## config.mk

```make
export PLATFORM = sky130hd
export DESIGN_NAME = windowed_watchdog_timer
export DESIGN_NICKNAME = d
export VERILOG_FILES = /design/src/wdt_pkg.sv /design/src/windowed_watchdog_timer.sv
export SDC_FILE = /design/constraint.sdc
export NUM_CORES = 1
export LEC_CHECK = 0
export ABC_AREA = 1
export BUFFER_PORTS_ARGS = -buffer_cell sky130_fd_sc_hd__buf_4
export CAP_MARGIN = 20
export CORE_AREA = 2 2 125 127
export CTS_CLUSTER_DIAMETER = 120
export CTS_CLUSTER_SIZE = 24
export DETAILED_ROUTE_END_ITERATION = 8
export DIE_AREA = 0 0 127 129
export HOLD_SLACK_MARGIN = 0.05
export MAX_ROUTING_LAYER = met4
export SETUP_SLACK_MARGIN = 0.05
export SYNTH_ARGS = -nofsm -noshare
export SYNTH_HDL_FRONTEND = slang
export SYNTH_SLANG_ARGS = --single-unit
```

## constraint.sdc

```tcl
create_clock -name clk_sys_i -period 2.72 [get_ports clk_sys_i]
set_input_delay 0.544 -clock clk_sys_i [delete_from_list [all_inputs] [get_ports clk_sys_i]]
set_output_delay 0.544 -clock clk_sys_i [all_outputs]
set_load 0.005 [all_outputs]
```

## src/wdt_pkg.sv

```systemverilog
// constants, field layout and carrier types of the windowed watchdog
// assumes a single-clock register port and a prescaler of 128 clocks
// Notes on behaviour
// - a 12-bit down counter loads from counter_load_value, mode bits 11..0
// - the counter decrements once every 128 clocks
// - mode resets to 0x3fff2fff: load value 0xfff, fault reset enabled
// - only the first mode write after reset is taken, later writes ignored
// - a mode write reloads and restarts the counter with the new values
// - a valid restart reloads the counter and restarts the prescaler
// - control writes need password 0xa5 in bits 31..24, otherwise dropped
// - underflow sets underflow_flag and raises fault when reset enabled
// - restart while counter above delta sets error flag and fault, even disabled
// - restart while counter at or below delta (bits 27..16) restarts cleanly
// - delta at or above load value allows restart anywhere
// - interrupt follows either flag when fault_interrupt_enable (bit 12) is set
// - fault_reset_enable (bit 13) gates whether a fault requests a reset
// - processor_only_reset (bit 14) picks processor-only or full reset
// - status read or reset clears flags, interrupt and fault
// - a full watchdog reset (bit 14 clear) requests both proc_reset and full_reset, flags stay set until a status read
// - debug_halt (bit 28) stops counting while the processor is in debug
// - idle_halt (bit 29) stops counting while the system is idle
// - guard_disable (bit 15) stops counting but early restarts still fault, clear enables it
// - underflow flag in bit 0, error flag in bit 1, sticky until read
package wdt_pkg;
    localparam logic [3:0]  OFS_CONTROL    = 4'h0;
    localparam logic [3:0]  OFS_MODE       = 4'h4;
    localparam logic [3:0]  OFS_STATUS     = 4'h8;
    localparam logic [31:0] MODE_RESET     = 32'h3fff2fff;
    localparam logic [7:0]  RESTART_KEY    = 8'ha5;
    localparam int          KEY_LSB        = 24;
    localparam int          RESTART_BIT    = 0;
    localparam int          UNF_BIT        = 0;
    localparam int          ERR_BIT        = 1;
    localparam int          PRESCALE_DIV   = 128;
    localparam logic [6:0]  PRESCALE_LAST  = 7'(PRESCALE_DIV - 1);
    localparam logic [11:0] COUNT_ZERO     = 12'h000;

    typedef struct packed {
        logic [1:0]  spare_hi;
        logic        idle_halt;
        logic        debug_halt;
        logic [11:0] restart_window_delta;
        logic        guard_disable;
        logic        processor_only_reset;
        logic        fault_reset_enable;
        logic        fault_interrupt_enable;
        logic [11:0] counter_load_value;
    } mode_t;

    typedef struct packed {
        logic        full_reset;
        logic        proc_reset;
    } reset_req_t;
endpackage

```

## src/windowed_watchdog_timer.sv

```systemverilog
// windowed watchdog timer with password restart and write-once mode
// assumes bus strobes and halt inputs are synchronous to clk_sys_i
`timescale 1ns/1ps
`default_nettype none
module windowed_watchdog_timer
    import wdt_pkg::*;
(
    input  wire logic        clk_sys_i,
    input  wire logic        resetn_i,
    input  wire logic [3:0]  addr_i,
    input  wire logic [31:0] wdata_i,
    input  wire logic        wr_i,
    input  wire logic        rd_i,
    input  wire logic        debug_state_i,
    input  wire logic        idle_state_i,
    output logic [31:0]      rdata_o,
    output logic             irq_o,
    output logic             fault_o,
    output reset_req_t       reset_req_o
);

////////////////////////////////////////////////////////////////////////////////
// decode

    mode_t       mode_reg;
    logic        mode_locked_reg;
    logic [11:0] count_reg;
    logic [6:0]  presc_reg;
    logic [1:0]  status_reg;
    logic        irq_reg;
    logic        fault_reg;
    reset_req_t  req_reg;
    logic [31:0] rdata_reg;

    logic mode_wr;
    logic restart_wr;
    logic status_rd;
    logic tick;
    logic halted;
    logic in_window;
    logic underflow;
    logic early;

    assign mode_wr    = wr_i && addr_i == OFS_MODE && !mode_locked_reg;
    assign restart_wr = wr_i && addr_i == OFS_CONTROL && wdata_i[RESTART_BIT]
                        && wdata_i[31:KEY_LSB] == RESTART_KEY;
    assign status_rd  = rd_i && addr_i == OFS_STATUS;
    assign halted     = mode_reg.guard_disable
                        || (mode_reg.debug_halt && debug_state_i)
                        || (mode_reg.idle_halt && idle_state_i);
    assign tick       = !halted && presc_reg == PRESCALE_LAST;
    // delta at or above count always lands in window
    assign in_window  = count_reg <= mode_reg.restart_window_delta;
    assign underflow  = tick && count_reg == COUNT_ZERO;
    assign early      = restart_wr && !in_window;

////////////////////////////////////////////////////////////////////////////////
// mode register

    always_ff @(posedge clk_sys_i or negedge resetn_i) begin
        if (!resetn_i) begin
            mode_reg        <= mode_t'(MODE_RESET);
            mode_locked_reg <= 1'b0;
        end else if (mode_wr) begin
            mode_reg        <= mode_t'(wdata_i);
            mode_locked_reg <= 1'b1;
        end
    end

////////////////////////////////////////////////////////////////////////////////
// prescaler and counter

    always_ff @(posedge clk_sys_i or negedge resetn_i) begin
        if (!resetn_i) begin
            presc_reg <= 7'h00;
        end else if (mode_wr || (restart_wr && in_window)) begin
            presc_reg <= 7'h00;
        end else if (!halted) begin
            presc_reg <= presc_reg + 7'h01;
        end
    end

    always_ff @(posedge clk_sys_i or negedge resetn_i) begin
        if (!resetn_i) begin
            count_reg <= MODE_RESET[11:0];
        end else if (mode_wr) begin
            count_reg <= wdata_i[11:0];
        end else if (restart_wr && in_window) begin
            count_reg <= mode_reg.counter_load_value;
        end else if (underflow) begin
            count_reg <= mode_reg.counter_load_value;
        end else if (tick) begin
            count_reg <= count_reg - 12'h001;
        end
    end

////////////////////////////////////////////////////////////////////////////////
// status flags, interrupt, fault

    always_ff @(posedge clk_sys_i or negedge resetn_i) begin
        if (!resetn_i) begin
            status_reg <= 2'b00;
        end else begin
            // set beats the clearing read
            status_reg[UNF_BIT] <= underflow || (status_reg[UNF_BIT] && !status_rd);
            status_reg[ERR_BIT] <= early || (status_reg[ERR_BIT] && !status_rd);
        end
    end

    always_ff @(posedge clk_sys_i or negedge resetn_i) begin
        if (!resetn_i) begin
            irq_reg <= 1'b0;
        end else begin
            irq_reg <= mode_reg.fault_interrupt_enable
                       && (underflow || early
                           || ((status_reg != 2'b00) && !status_rd));
        end
    end

    always_ff @(posedge clk_sys_i or negedge resetn_i) begin
        if (!resetn_i) begin
            fault_reg <= 1'b0;
        end else if ((underflow && mode_reg.fault_reset_enable) || early) begin
            fault_reg <= 1'b1;
        end else if (status_rd) begin
            fault_reg <= 1'b0;
        end
    end

    always_ff @(posedge clk_sys_i or negedge resetn_i) begin
        if (!resetn_i) begin
            req_reg <= '0;
        end else if (((underflow || early) && mode_reg.fault_reset_enable)
                     || (fault_reg && mode_reg.fault_reset_enable && !status_rd)) begin
            req_reg.proc_reset <= 1'b1;
            req_reg.full_reset <= !mode_reg.processor_only_reset;
        end else begin
            req_reg <= '0;
        end
    end

////////////////////////////////////////////////////////////////////////////////
// read port

    always_ff @(posedge clk_sys_i or negedge resetn_i) begin
        if (!resetn_i) begin
            rdata_reg <= 32'h00000000;
        end else if (rd_i && addr_i == OFS_MODE) begin
            rdata_reg <= mode_reg;
        end else if (status_rd) begin
            rdata_reg <= {30'h00000000, status_reg};
        end else begin
            rdata_reg <= 32'h00000000;
        end
    end

    assign rdata_o     = rdata_reg;
    assign irq_o       = irq_reg;
    assign fault_o     = fault_reg;
    assign reset_req_o = req_reg;

////////////////////////////////////////////////////////////////////////////////
// checks

    chk_mode_once: assert property (@(posedge clk_sys_i) disable iff (!resetn_i)
        mode_locked_reg |=> $stable(mode_reg))
        else $error("mode changed after lock");

    chk_key_guard: assert property (@(posedge clk_sys_i) disable iff (!resetn_i)
        (wr_i && addr_i == OFS_CONTROL && wdata_i[31:24] != 8'ha5 && !tick)
        |=> $stable(count_reg) && !status_reg[ERR_BIT] || $past(status_reg[ERR_BIT]))
        else $error("bad key acted");

    chk_restart_load: assert property (@(posedge clk_sys_i) disable iff (!resetn_i)
        (restart_wr && in_window && !mode_wr)
        |=> count_reg == $past(mode_reg.counter_load_value) && presc_reg == 7'h00)
        else $error("restart did not reload");

    chk_early_err: assert property (@(posedge clk_sys_i) disable iff (!resetn_i)
        early |=> status_reg[ERR_BIT] && fault_o)
        else $error("early restart not flagged");

    chk_unf_flag: assert property (@(posedge clk_sys_i) disable iff (!resetn_i)
        underflow |=> status_reg[UNF_BIT])
        else $error("underflow not flagged");

    chk_read_clear: assert property (@(posedge clk_sys_i) disable iff (!resetn_i)
        (status_rd && !underflow && !early) |=> status_reg == 2'b00 && !fault_o)
        else $error("read did not clear");

    chk_irq_mask: assert property (@(posedge clk_sys_i) disable iff (!resetn_i)
        !mode_reg.fault_interrupt_enable && $stable(mode_reg) |=> !irq_o)
        else $error("irq while masked");

    chk_halt_hold: assert property (@(posedge clk_sys_i) disable iff (!resetn_i)
        (mode_reg.guard_disable && !restart_wr && !mode_wr) |=> $stable(count_reg))
        else $error("counted while disabled");

    chk_tick_rate: assert property (@(posedge clk_sys_i) disable iff (!resetn_i)
        tick |=> !tick [*8])
        else $error("ticks too close");

    chk_no_reset: assert property (@(posedge clk_sys_i) disable iff (!resetn_i)
        !mode_reg.fault_reset_enable && $stable(mode_reg) |=> reset_req_o == '0)
        else $error("reset request while disabled");

    chk_mode_reload: assert property (@(posedge clk_sys_i) disable iff (!resetn_i)
        mode_wr |=> count_reg == $past(wdata_i[11:0]) && presc_reg == 7'h00)
        else $error("mode write did not reload");

    chk_window_clean: assert property (@(posedge clk_sys_i) disable iff (!resetn_i)
        (restart_wr && in_window && !status_reg[ERR_BIT]) |=> !status_reg[ERR_BIT])
        else $error("restart in window flagged");

    chk_debug_hold: assert property (@(posedge clk_sys_i) disable iff (!resetn_i)
        (mode_reg.debug_halt && debug_state_i && !restart_wr && !mode_wr)
        |=> $stable(count_reg) && $stable(presc_reg))
        else $error("counted in debug");

    chk_idle_hold: assert property (@(posedge clk_sys_i) disable iff (!resetn_i)
        (mode_reg.idle_halt && idle_state_i && !restart_wr && !mode_wr)
        |=> $stable(count_reg) && $stable(presc_reg))
        else $error("counted while idle");

    chk_proc_only: assert property (@(posedge clk_sys_i) disable iff (!resetn_i)
        (fault_reg && mode_reg.fault_reset_enable && mode_reg.processor_only_reset
         && !status_rd)
        |=> reset_req_o.proc_reset && !reset_req_o.full_reset)
        else $error("wrong reset kind");

    chk_irq_level: assert property (@(posedge clk_sys_i) disable iff (!resetn_i)
        (mode_reg.fault_interrupt_enable && status_reg != 2'b00 && !status_rd) |=> irq_o)
        else $error("interrupt dropped while flagged");

endmodule
`default_nettype wire

```

==> metrics.md, run 1 <==
| Metric | Value |
|---|---|
| Depth of the worst register-to-register path | 15 |
| Slew headroom | 56.3% |
| Final slew viol count | 0 |
| Pwr Density | 503 nW/um2 |
| Final min period | 2.23 ns |
| Clock sink count | 90 |
| Fill cells | 1,583 |
| DR WL/cell | 13.0 um |
| Yosys top cell area share | 28.9% |
| Full die area | 16,400 um2 |
| Largest area contributor in the netlist | dfrtp_1 |
| Clock power share | 45.6% |
| DR vias | 3,617 |
| Most frequent cell after synthesis | nand2_1 |
| H-tree depth | 3 |
| DRT iter0 DRCs | 190 |
| DPL Wire Length | 7820 um |
| Global-route wire length before repair | 18,000 um |
| CTS hold repair buffers | 0 |
| Simple-gate share of the synthesized area | 26.5% |
| Largest net degree at the start of global routing | 51 |
| Die Height | 129 um |
| WS Path Type | flip-flop to flip-flop |
| Fin Hold WS | 0.217 ns |
| Synth top cells by count | nand2_1, inv_1, nor2_1 |
| Status | complete, no violations |
| Sw frac | 22.4% |
| First-pass DRT Iterations | 4 |
| Worst skew pair latency | 0.35 ns |
| Grt ovf | 0 |
| TritonCTS Buffers | 9 |
| Hold crit path type | primary input to async pin |
| Core area | 15,000 um2 |
| Site row count | 45 |
| Post-CTS Setup Bufs | 0 |
| ANT cells | 0 |
| Complex-gate fraction of the synthesized area | 7.11% |
| Smallest setup slack after layout | 0.491 ns |
| Worst-Margin Slew | 0.656 ns |
| EDFF count, synth | 0 |
| Crit start category | flip-flop |
| Clock Tree Root | clkbuf_16 |
| Placed insts | 801 |
| Seq pwr share | 49.1% |
| Psw | 622 uW |
| Nets | 680 |
| Critical Path RT | 3.00 ns |
| Synth Flop Type | dfrtp_1 |
| # DRC | 0 |
| Xor and xnor area share after synthesis | 1.98% |
| Fmax achieved | 449 MHz |
| R2r setup slk | 0.49 ns |
| Syn avg cell area | 8.15 um2 |
| Post-Synth Adder-Cell Area | 3.96% |
| Critical-path maximum fanout | 16 |
| Pre-CTS setup slack | 0.532 ns |
| GPL Wtd Cong | 0.779 |
| Initial antenna violation count | 0 |
| P_int | 2150 uW |
| PortBufs | 77 |
| Die boundary width | 127 um |
| Finished Layout Cells | 817 |
| Asr flop ratio synth | 100% |
| Layout cell share with drive strength beyond 1 | 25.6% |
| Worst Setup End Kind | flip-flop |
| Layout area overhead | 24.8% |
| Synth cell types | 31 |
| Max clock buf depth | 2 |
| Setup TNS Final | 0 ns |
| Net Count, Synth | 598 |
| Top Ports | 78 |
| Pleak | 0.00320 uW |
| Synthesized netlist cell count | 542 |
| Synth Warn # | 0 |
| Clk slew on worst S/H paths | 0.07 ns |
| Hold Vio Cnt, Final | 0 |
| Max Cap Viol | 0 |
| Routed Antenna Nets | 0 |
| Max VDD drop | 0.337 mV |
| All-Layer GR Usage | 14.4% |
| Final Setup Violations | 0 |
| Gate power share | 5.2% |
| Initial Util | 29.5% |
| Ratio of final minimum period to clock period | 82.0% |
| Vias in the first global route | 3,620 |
| Synth area leaders | dfrtp_1, dfstp_2, nand2_1 |
| Worst Clk Skew | 0.0112 ns |
| Mux contribution to synthesized area | 0% |
| Largest family of logic cells by synthesized area | simple AND/OR/NAND/NOR gates |
| Vias per std cell | 4.43 |
| RSZ-0062 raised after global routing | no |
| CTS tree | built |
| Post-CTS sizing | 0 |
| Register area share after synthesis | 52.1% |
| WP data arrival | 2.51 ns |
| WL final | 10,600 um |
| Cell Area, Synth | 4420 um2 |
| Synthesized flop and latch total | 90 |
## layer usage
| layer | global-route usage, % | wire, um | up-vias |
|---|---|---|---|
| met4 | 3.43 | 100 | 0 |
| met3 | 4.45 | 497 | 8 |
| met1 | 18.6 | 5040 | 1707 |
| met2 | 22.4 | 4950 | 68 |
| li1 | - | - | 1834 |
| met5 | - | 0 | - |
## power groups by stage
stage	Combinational, uW	Clock [uW]	Sequential [uW]
after floorplan	38.1	0	1380
after global placement	148	0	1380
after detailed placement	149	0	1380
after CTS	150	1300	1360
after global routing	166	1370	1360
final	145	1260	1360
## layout by cell type (no fill, tap or decap), drive strengths merged, types with 2 or more instances in the layout
cell type and n:
clkbuf 11, nand4 5, nand3b 4, clkinv 2, ha 14, dfrtp 51, dfstp 39, xor2 6
o21ai 41, inv 71, a21oi 14, nor3 4, buf 88, xnor2 4, nand2 182, nor2 64
nand3 25
## cell families after synthesis
| group | count (synthesis) |
|---|---|
| simple gates | 285 |
| buf+inv | 86 |
| xor+xnor | 10 |
| fa+ha+maj | 14 |
| compound gates | 57 |
| flops | 90 |
## worst max-delay path, stage by stage (launching register included)
cell	delay [ns]
dfstp_2	0.53
inv_1	0.05
ha_1	0.30
nand2_1	0.07
inv_1	0.05
nand2_1	0.06
nor2_1	0.10
nand2_1	0.06
nand3_1	0.12
nand2_1	0.10
nand2_2	0.07
nand3_1	0.16
buf_4	0.26
nand2_1	0.08
inv_1	0.05
a21oi_2	0.10
## final cells by class
| cell class | instances | area [um2] | area share, % |
|---|---|---|---|
| clock buffer | 11 | 233 | 4.22 |
| timing repair buffer | 88 | 673 | 12.2 |
| inverter | 69 | 259 | 4.70 |
| tap | 188 | 235 | 4.27 |
| clock inverter | 5 | 63.8 | 1.16 |
| multi-input combinational | 366 | 1750 | 31.7 |
| sequential | 90 | 2300 | 41.7 |
## worst paths after layout
kind	end	start
hold reg to reg	reset_req_o[1]$_DFF_PN0_	mode_reg[14]$_DFFE_PN0P_
max in group asynchronous	mode_reg[29]$_DFFE_PN1P_	resetn_i
setup reg to reg	count_reg[4]$_DFFE_PN1P_	mode_reg[25]$_DFFE_PN1P_
hold / removal	rdata_o[25]$_DFF_PN0_	resetn_i
min in group clk_sys_i	mode_reg[12]$_DFFE_PN0P_	wdata_i[12]
setup / recovery	count_reg[4]$_DFFE_PN1P_	mode_reg[25]$_DFFE_PN1P_
## stage by stage
step | util, % | cell area (um2) | power [uW]
2_1_floorplan | - | 4420 | 1420
3_3_place_gp | 34.8 | 5220 | 1530
3_5_place_dp | 34.8 | 5220 | 1530
4_1_cts | 36.8 | 5510 | 2810
5_1_grt | 36.8 | 5510 | 2900
6_report | 36.8 | 5510 | 2770
(Power assumes the default switching activity.)
==> run 2: changes to the inputs <==
==> constraint.sdc (replaced) <==
create_clock -name clk_sys_i -period 2.3 [get_ports clk_sys_i]
set_input_delay 0.46 -clock clk_sys_i [delete_from_list [all_inputs] [get_ports clk_sys_i]]
set_output_delay 0.46 -clock clk_sys_i [all_outputs]
set_load 0.005 [all_outputs]
==> run 2 against run 1 <==
Against the previous run: cell count rose by 0.61%; critical path type unchanged; core utilization rose by 0.48 points; combinational power rose by 19%; via count rose by 0.22%; clock skew fell by 0.0018 ns; global-route usage barely moved; first-iteration DRC count fell by 11%; design area rose by 1.3%; critical path depth did not move; total power rose by 15%.
==> metrics.md, run 2 (synthesis gave the netlist of run 1 again) <==
| Metric | Value |
|---|---|
| Critical Path RT | 2.59 ns (-0.41 ns) |
| DRT iter0 DRCs | 169 (-11%) |
| CTS tree | built |
| Max clock buf depth | 2 (unchanged) |
| PortBufs | 77 (unchanged) |
| Site row count | 45 (unchanged) |
| Setup TNS Final | 0 ns (unchanged) |
| Worst Clk Skew | 0.00933 ns (-0.00183 ns) |
| Final Setup Violations | 0 (unchanged) |
| Pleak | 0.00324 uW (+1.4%) |
| Layout area overhead | 26.4% |
| Core area | 15,000 um2 (unchanged) |
| Layout cell share with drive strength beyond 1 | 27.3% (+1.7 points) |
| Worst Setup End Kind | flip-flop |
| R2r setup slk | 0.25 ns (-0.24 ns) |
| WL final | 10,700 um (+1.5%) |
| Clk slew on worst S/H paths | 0.06 ns (about the same) |
| Largest net degree at the start of global routing | 36 (-29%) |
| Status | complete, no violations |
| Smallest setup slack after layout | 0.249 ns (-0.242 ns) |
| DR vias | 3,625 (+0.22%) |
| Initial Util | 29.5% (unchanged) |
| Top Ports | 78 (unchanged) |
| Max VDD drop | 0.293 mV (-13%) |
| Clock sink count | 90 (unchanged) |
| First-pass DRT Iterations | 4 (unchanged) |
| CTS hold repair buffers | 0 (unchanged) |
| Routed Antenna Nets | 0 (unchanged) |
| Vias per std cell | 4.41 (-0.39%) |
| Hold Vio Cnt, Final | 0 (unchanged) |
| Placed insts | 804 (+0.37%) |
| WP data arrival | 2.34 ns (-0.17 ns) |
| Finished Layout Cells | 822 (+0.61%) |
| Die Height | 129 um (unchanged) |
| # DRC | 0 (unchanged) |
| Grt ovf | 0 (unchanged) |
| Crit start category | flip-flop |
| Sw frac | 22.6% (+0.16 points) |
| TritonCTS Buffers | 9 (unchanged) |
| Ratio of final minimum period to clock period | 89.2% (+7.2 points) |
| Global-route wire length before repair | 18,000 um (+0.31%) |
| Clock Tree Root | clkbuf_16 |
| Gate power share | 5.4% (+0.2 points) |
| Pwr Total | 3200 uW (+15%) |
| Worst-Margin Slew | 0.475 ns (-0.181 ns) |
| Final min period | 2.05 ns (-0.178 ns) |
| Psw | 722 uW (+16%) |
| Pre-CTS setup slack | 0.183 ns (-0.349 ns) |
| Final slew viol count | 0 (unchanged) |
| Vias in the first global route | 3,635 (+0.41%) |
| Max Cap Viol | 0 (unchanged) |
| Post-CTS Setup Bufs | 0 (unchanged) |
| All-Layer GR Usage | 14.4% (-0.023 points) |
| Seq pwr share | 50.4% (+1.3 points) |
| Slew headroom | 68.2% (+12 points) |
| Nets | 685 (+0.74%) |
| P_int | 2470 uW (+15%) |
| Die boundary width | 127 um (unchanged) |
| ANT cells | 0 (unchanged) |
| Commonest cells after routing, fill and taps aside | nand2_1, buf_4, inv_1, nor2_1, dfrtp_1 |
| Fmax achieved | 488 MHz (+8.7%) |
| Hold crit path type | primary input to async pin |
| Commonest non-fill, non-tap cell in the layout | nand2_1 |
| GPL Wtd Cong | 0.812 (+4.2%) |
| DPL Wire Length | 7780 um (-0.47%) |
| Fin util | 37.3% (+0.48 points) |
| Full die area | 16,400 um2 (unchanged) |
| WS Path Type | flip-flop to flip-flop |
| H-tree depth | 3 (unchanged) |
| Pwr Density | 573 nW/um2 (+14%) |
| DR WL/cell | 13.1 um (+0.86%) |
| Worst skew pair latency | 0.35 ns (about the same) |
| Initial antenna violation count | 0 (unchanged) |
| RSZ-0062 raised after global routing | no |
| Clock power share | 44.2% (-1.4 points) |
| Critical-path maximum fanout | 8 (-8) |
## run 2: critical path: stages (launching register included)
cell and delay [ns]:
dfstp_2 0.53, inv_1 0.06, ha_1 0.29, nand2_1 0.07
inv_1 0.05, nand2_1 0.07, nor2_1 0.10, nand2_1 0.07
nand3_2 0.07, nand2_2 0.08, nand2_4 0.11, nand3_4 0.10
buf_6 0.17, inv_2 0.09, nand2_1 0.07, nand2_1 0.06
## run 2: repair_timing
action / CTS / global route
resized for setup: 0 / 16
endpoints found under the hold margin: 0 / 0
setup endpoints to repair: 0 / 18
## run 2: metrics by stage
step / cell area (um2) / hold slack, ns
after global placement: 5240 / 0.409
after detailed placement: 5240 / 0.429
after CTS: 5520 / 0.0695
after global routing: 5580 / 0.0916
after floorplan: 4420 / 0.164
final: 5580 / 0.0634
## run 2: cell type report
type / instances / area (um2)
Tap cell: 188 / 235
Sequential cell: 90 / 2300
Clock buffer: 11 / 253
Clock inverter: 5 / 28.8
Multi-Input combinational cell: 366 / 1780
Inverter: 69 / 259
Fill cell: 1533 / 9390
Timing Repair Buffer: 93 / 726
## run 2: layer usage
metal / GRT usage, % / vias up / part of all wire, %
li1: - / 1851 / -
met1: 18.9 / 1672 / 47
met2: 22.0 / 88 / 46
met3: 3.49 / 14 / 5.0
met4: 4.65 / 0 / 1.5
met5: - / - / 0
## run 2: power by group through the flow
stage	clock [uW]	sequential, uW	combinational (uW)
floorplan	0	1640	45.1
global placement	0	1640	174
detailed placement	0	1640	176
CTS	1460	1610	176
global route	1530	1610	196
finish	1410	1610	173
## run 2: worst paths after layout
check,start,endpoint,cells after the start
min,resetn_i,rdata_o[18]$_DFF_PN0_,1
min reg2reg,mode_reg[14]$_DFFE_PN0P_,reset_req_o[1]$_DFF_PN0_,1
max in group asynchronous,resetn_i,count_reg[3]$_DFFE_PN1P_,2
max reg2reg,mode_reg[27]$_DFFE_PN1P_,count_reg[7]$_DFFE_PN1P_,15
min in group clk_sys_i,wdata_i[12],mode_reg[12]$_DFFE_PN0P_,3
max,mode_reg[27]$_DFFE_PN1P_,count_reg[7]$_DFFE_PN1P_,15
==> run 3: changes to the inputs <==
--- a/config.mk
+++ b/config.mk
@@ -8,6 +8,8 @@
 export ABC_AREA = 1
 export BUFFER_PORTS_ARGS = -buffer_cell sky130_fd_sc_hd__buf_4
 export CAP_MARGIN = 20
+export CELL_PAD_IN_SITES_DETAIL_PLACEMENT = 0
+export CELL_PAD_IN_SITES_GLOBAL_PLACEMENT = 2
 export CORE_AREA = 2 2 125 127
 export CTS_CLUSTER_DIAMETER = 120
 export CTS_CLUSTER_SIZE = 24
@@ -15,6 +17,7 @@
 export DIE_AREA = 0 0 127 129
 export HOLD_SLACK_MARGIN = 0.05
 export MAX_ROUTING_LAYER = met4
+export PLACE_DENSITY = 0.82
 export SETUP_SLACK_MARGIN = 0.05
 export SYNTH_ARGS = -nofsm -noshare
 export SYNTH_HDL_FRONTEND = slang
==> run 3 against run 2 <==
Against the previous run: clock-buffer cell count rose by 3; sequential power barely moved; setup slack better by 0.012 ns; combinational power hardly changed; routed wire length is 5.3% higher; die area stayed put; first-iteration DRC count down 1.8%; global-route usage increased by 1.0 points; via count up 1.4%; critical endpoint is now count_reg[11]$_DFFE_PN1P_.
==> metrics.md, run 3 (synthesis gave the netlist of run 1 again) <==
| Metric | Value |
|---|---|
| Commonest non-fill, non-tap cell in the layout | nand2_1 |
| Initial Util | 29.5% (unchanged) |
| DPL Wire Length | 8210 um (+5.5%) |
| Sw frac | 21.0% (-1.6 points) |
| DR WL/cell | 13.8 um (+5.7%) |
| Pre-CTS setup slack | 0.163 ns (-0.0203 ns) |
| First-pass DRT Iterations | 5 (+1) |
| WL final | 11,300 um (+5.3%) |
| Commonest cells after routing, fill and taps aside | nand2_1, buf_4, inv_1, nor2_1, dfrtp_1 |
| ANT cells | 0 (unchanged) |
| Nets | 682 (-0.44%) |
| Initial antenna violation count | 0 (unchanged) |
| Die boundary width | 127 um (unchanged) |
| Vias per std cell | 4.49 (+1.7%) |
| H-tree depth | 3 (unchanged) |
| Clock Tree Root | clkbuf_16 |
| Delay-heaviest family, CP | simple AND/OR/NAND/NOR gates |
| Clk slew on worst S/H paths | 0.06 ns (about the same) |
| Max clock buf depth | 2 (unchanged) |
| Full die area | 16,400 um2 (unchanged) |
| CP max stage cell | dfstp_2 |
| Pwr Density | 592 nW/um2 (+3.5%) |
| TritonCTS Buffers | 9 (unchanged) |
| Clock power share | 46.2% (+2.0 points) |
| Setup TNS Final | 0 ns (unchanged) |
| WP data arrival | 2.32 ns (-0.02 ns) |
| Status | complete, no violations |
| CTS tree | built |
| Hold Vio Cnt, Final | 0 (unchanged) |
| Fill cells | 1,575 (+2.7%) |
| Pleak | 0.00324 uW (-0.16%) |
| RSZ-0062 raised after global routing | no |
| Gate power share | 5.2% (-0.2 points) |
| Psw | 696 uW (-3.7%) |
| Sequence of cells on the critical path | inv_1 > ha_1 > a21oi_1 > nor2_1 > nor2_1 > nand3_2 > nand2_2 > nand2_2 > buf_6 > nand2_1 > nand2_1 > nand2_1 > nand2_1 > nand2_2 > nand2_1 |
| Die Height | 129 um (unchanged) |
| Post-CTS Setup Bufs | 0 (unchanged) |
| Worst-Margin Slew | 0.597 ns (+0.122 ns) |
| Final min period | 2.04 ns (-0.0120 ns) |
| Smallest setup slack after layout | 0.261 ns (+0.0120 ns) |
| Ratio of final minimum period to clock period | 88.7% (-0.52 points) |
| Max Cap Viol | 0 (unchanged) |
| Seq pwr share | 48.6% (-1.8 points) |
| All-Layer GR Usage | 15.4% (+1.0 points) |
| CTS hold repair buffers | 0 (unchanged) |
| Top Ports | 78 (unchanged) |
| PortBufs | 77 (unchanged) |
| Worst skew pair latency | 0.35 ns (about the same) |
| Critical Path RT | 2.58 ns (about the same) |
| # DRC | 0 (unchanged) |
| Layout cell share with drive strength beyond 1 | 26.8% (-0.50 points) |
| Largest net degree at the start of global routing | 46 (+28%) |
| Core area | 15,000 um2 (unchanged) |
| Hold crit path type | primary input to async pin |
| Layout area overhead | 26.6% |
| WS Path Type | flip-flop to flip-flop |
| Most frequent cell on the critical path | nand2_1 |
| Worst Setup End Kind | flip-flop |
| CP max stage delay | 0.53 ns (about the same) |
| Grt ovf | 0 (unchanged) |
| Vias in the first global route | 3,764 (+3.5%) |
| Final slew viol count | 0 (unchanged) |
| Post-CTS sizing | 0 (unchanged) |
| P_int | 2620 uW (+5.8%) |
| Final Setup Violations | 0 (unchanged) |
| GPL Wtd Cong | 0.834 (+2.6%) |
| Critical-path maximum fanout | 12 (+4) |
| Routed Antenna Nets | 0 (unchanged) |
| CP Buf/Inv Count | 2 (-2) |
| Worst Clk Skew | 0.00982 ns (+0.000491 ns) |
| Global-route wire length before repair | 19,000 um (+5.6%) |
| Fmax achieved | 490 MHz (+0.59%) |
| Site row count | 45 (unchanged) |
| DRT iter0 DRCs | 166 (-1.8%) |
| DR vias | 3,674 (+1.4%) |
| Crit start category | flip-flop |
| Max VDD drop | 0.333 mV (+13%) |
| Slew headroom | 60.2% (-8.0 points) |
| Clock sink count | 90 (unchanged) |
==> run 3: changes by cell type in the layout (fill, tap and decap cells not counted), moves of 2 or more <==
cell      previous run  this run
clkbuf_1             0         2
buf_12               1         3
buf_4               88        85
buf_6                4         2
nand2_2              3         5
clkinv_2             4         1
==> run 3: metrics by stage <==
stage	utilization (%)	hold slack [ns]	total power [uW]	std cells	area, um2
after floorplan	-	0.164	1680	542	4420
final	37.3	0.116	3310	819	5590
after global routing	37.3	0.169	3440	819	5590
after detailed placement	35.1	0.432	1810	803	5260
after CTS	37.2	0.133	3360	819	5560
after global placement	35.1	0.426	1810	803	5260
==> run 3: routing by layer <==
layer,track usage [%],vias to the layer above,part of all wire (%)
met3,2.87,18,3.8
li1,-,1843,-
met1,20.6,1737,50
met4,6.53,0,2.1
met2,23.1,76,44
met5,-,-,0
==> run 3: power by group through the flow <==
| stage | Clock [uW] | Sequential [uW] | Combinational, uW |
|---|---|---|---|
| finish | 1530 | 1610 | 173 |
| global route | 1640 | 1610 | 196 |
| CTS | 1580 | 1610 | 177 |
| detailed placement | 0 | 1640 | 176 |
| global placement | 0 | 1640 | 173 |
| floorplan | 0 | 1640 | 45.1 |
==> run 3: worst reg2reg max path, delay by kind of cell, from the launching register on <==
kind,cells,cell delay [ns]
compound gates,1,0.14
fa+ha+maj,1,0.30
buf+inv,2,0.21
flops,1,0.53
simple gates,11,0.78
==> run 3: final timing paths <==
check | startpoint | endpoint | slack, ns | cells after the start
max in group asynchronous | resetn_i | mode_reg[28]$_DFFE_PN1P_ | 1.50 | 2
setup reg to reg | mode_reg[25]$_DFFE_PN1P_ | count_reg[11]$_DFFE_PN1P_ | 0.26 | 15
hold reg to reg | mode_reg[14]$_DFFE_PN0P_ | reset_req_o[1]$_DFF_PN0_ | 0.44 | 1
setup / recovery | mode_reg[25]$_DFFE_PN1P_ | count_reg[11]$_DFFE_PN1P_ | 0.26 | 15
min in group clk_sys_i | wdata_i[12] | mode_reg[12]$_DFFE_PN0P_ | 0.31 | 3
hold / removal | resetn_i | rdata_o[24]$_DFF_PN0_ | 0.12 | 1
==> run 3: cell type report <==
class                           instances  area [um2]  share of cell area (%)
Clock buffer                           14         274                    4.90
Clock inverter                          2        35.0                   0.626
Inverter                               69         262                    4.68
Multi-Input combinational cell        366        1770                    31.6
Sequential cell                        90        2300                    41.1
Tap cell                              188         235                    4.21
Timing Repair Buffer                   90         721                    12.9
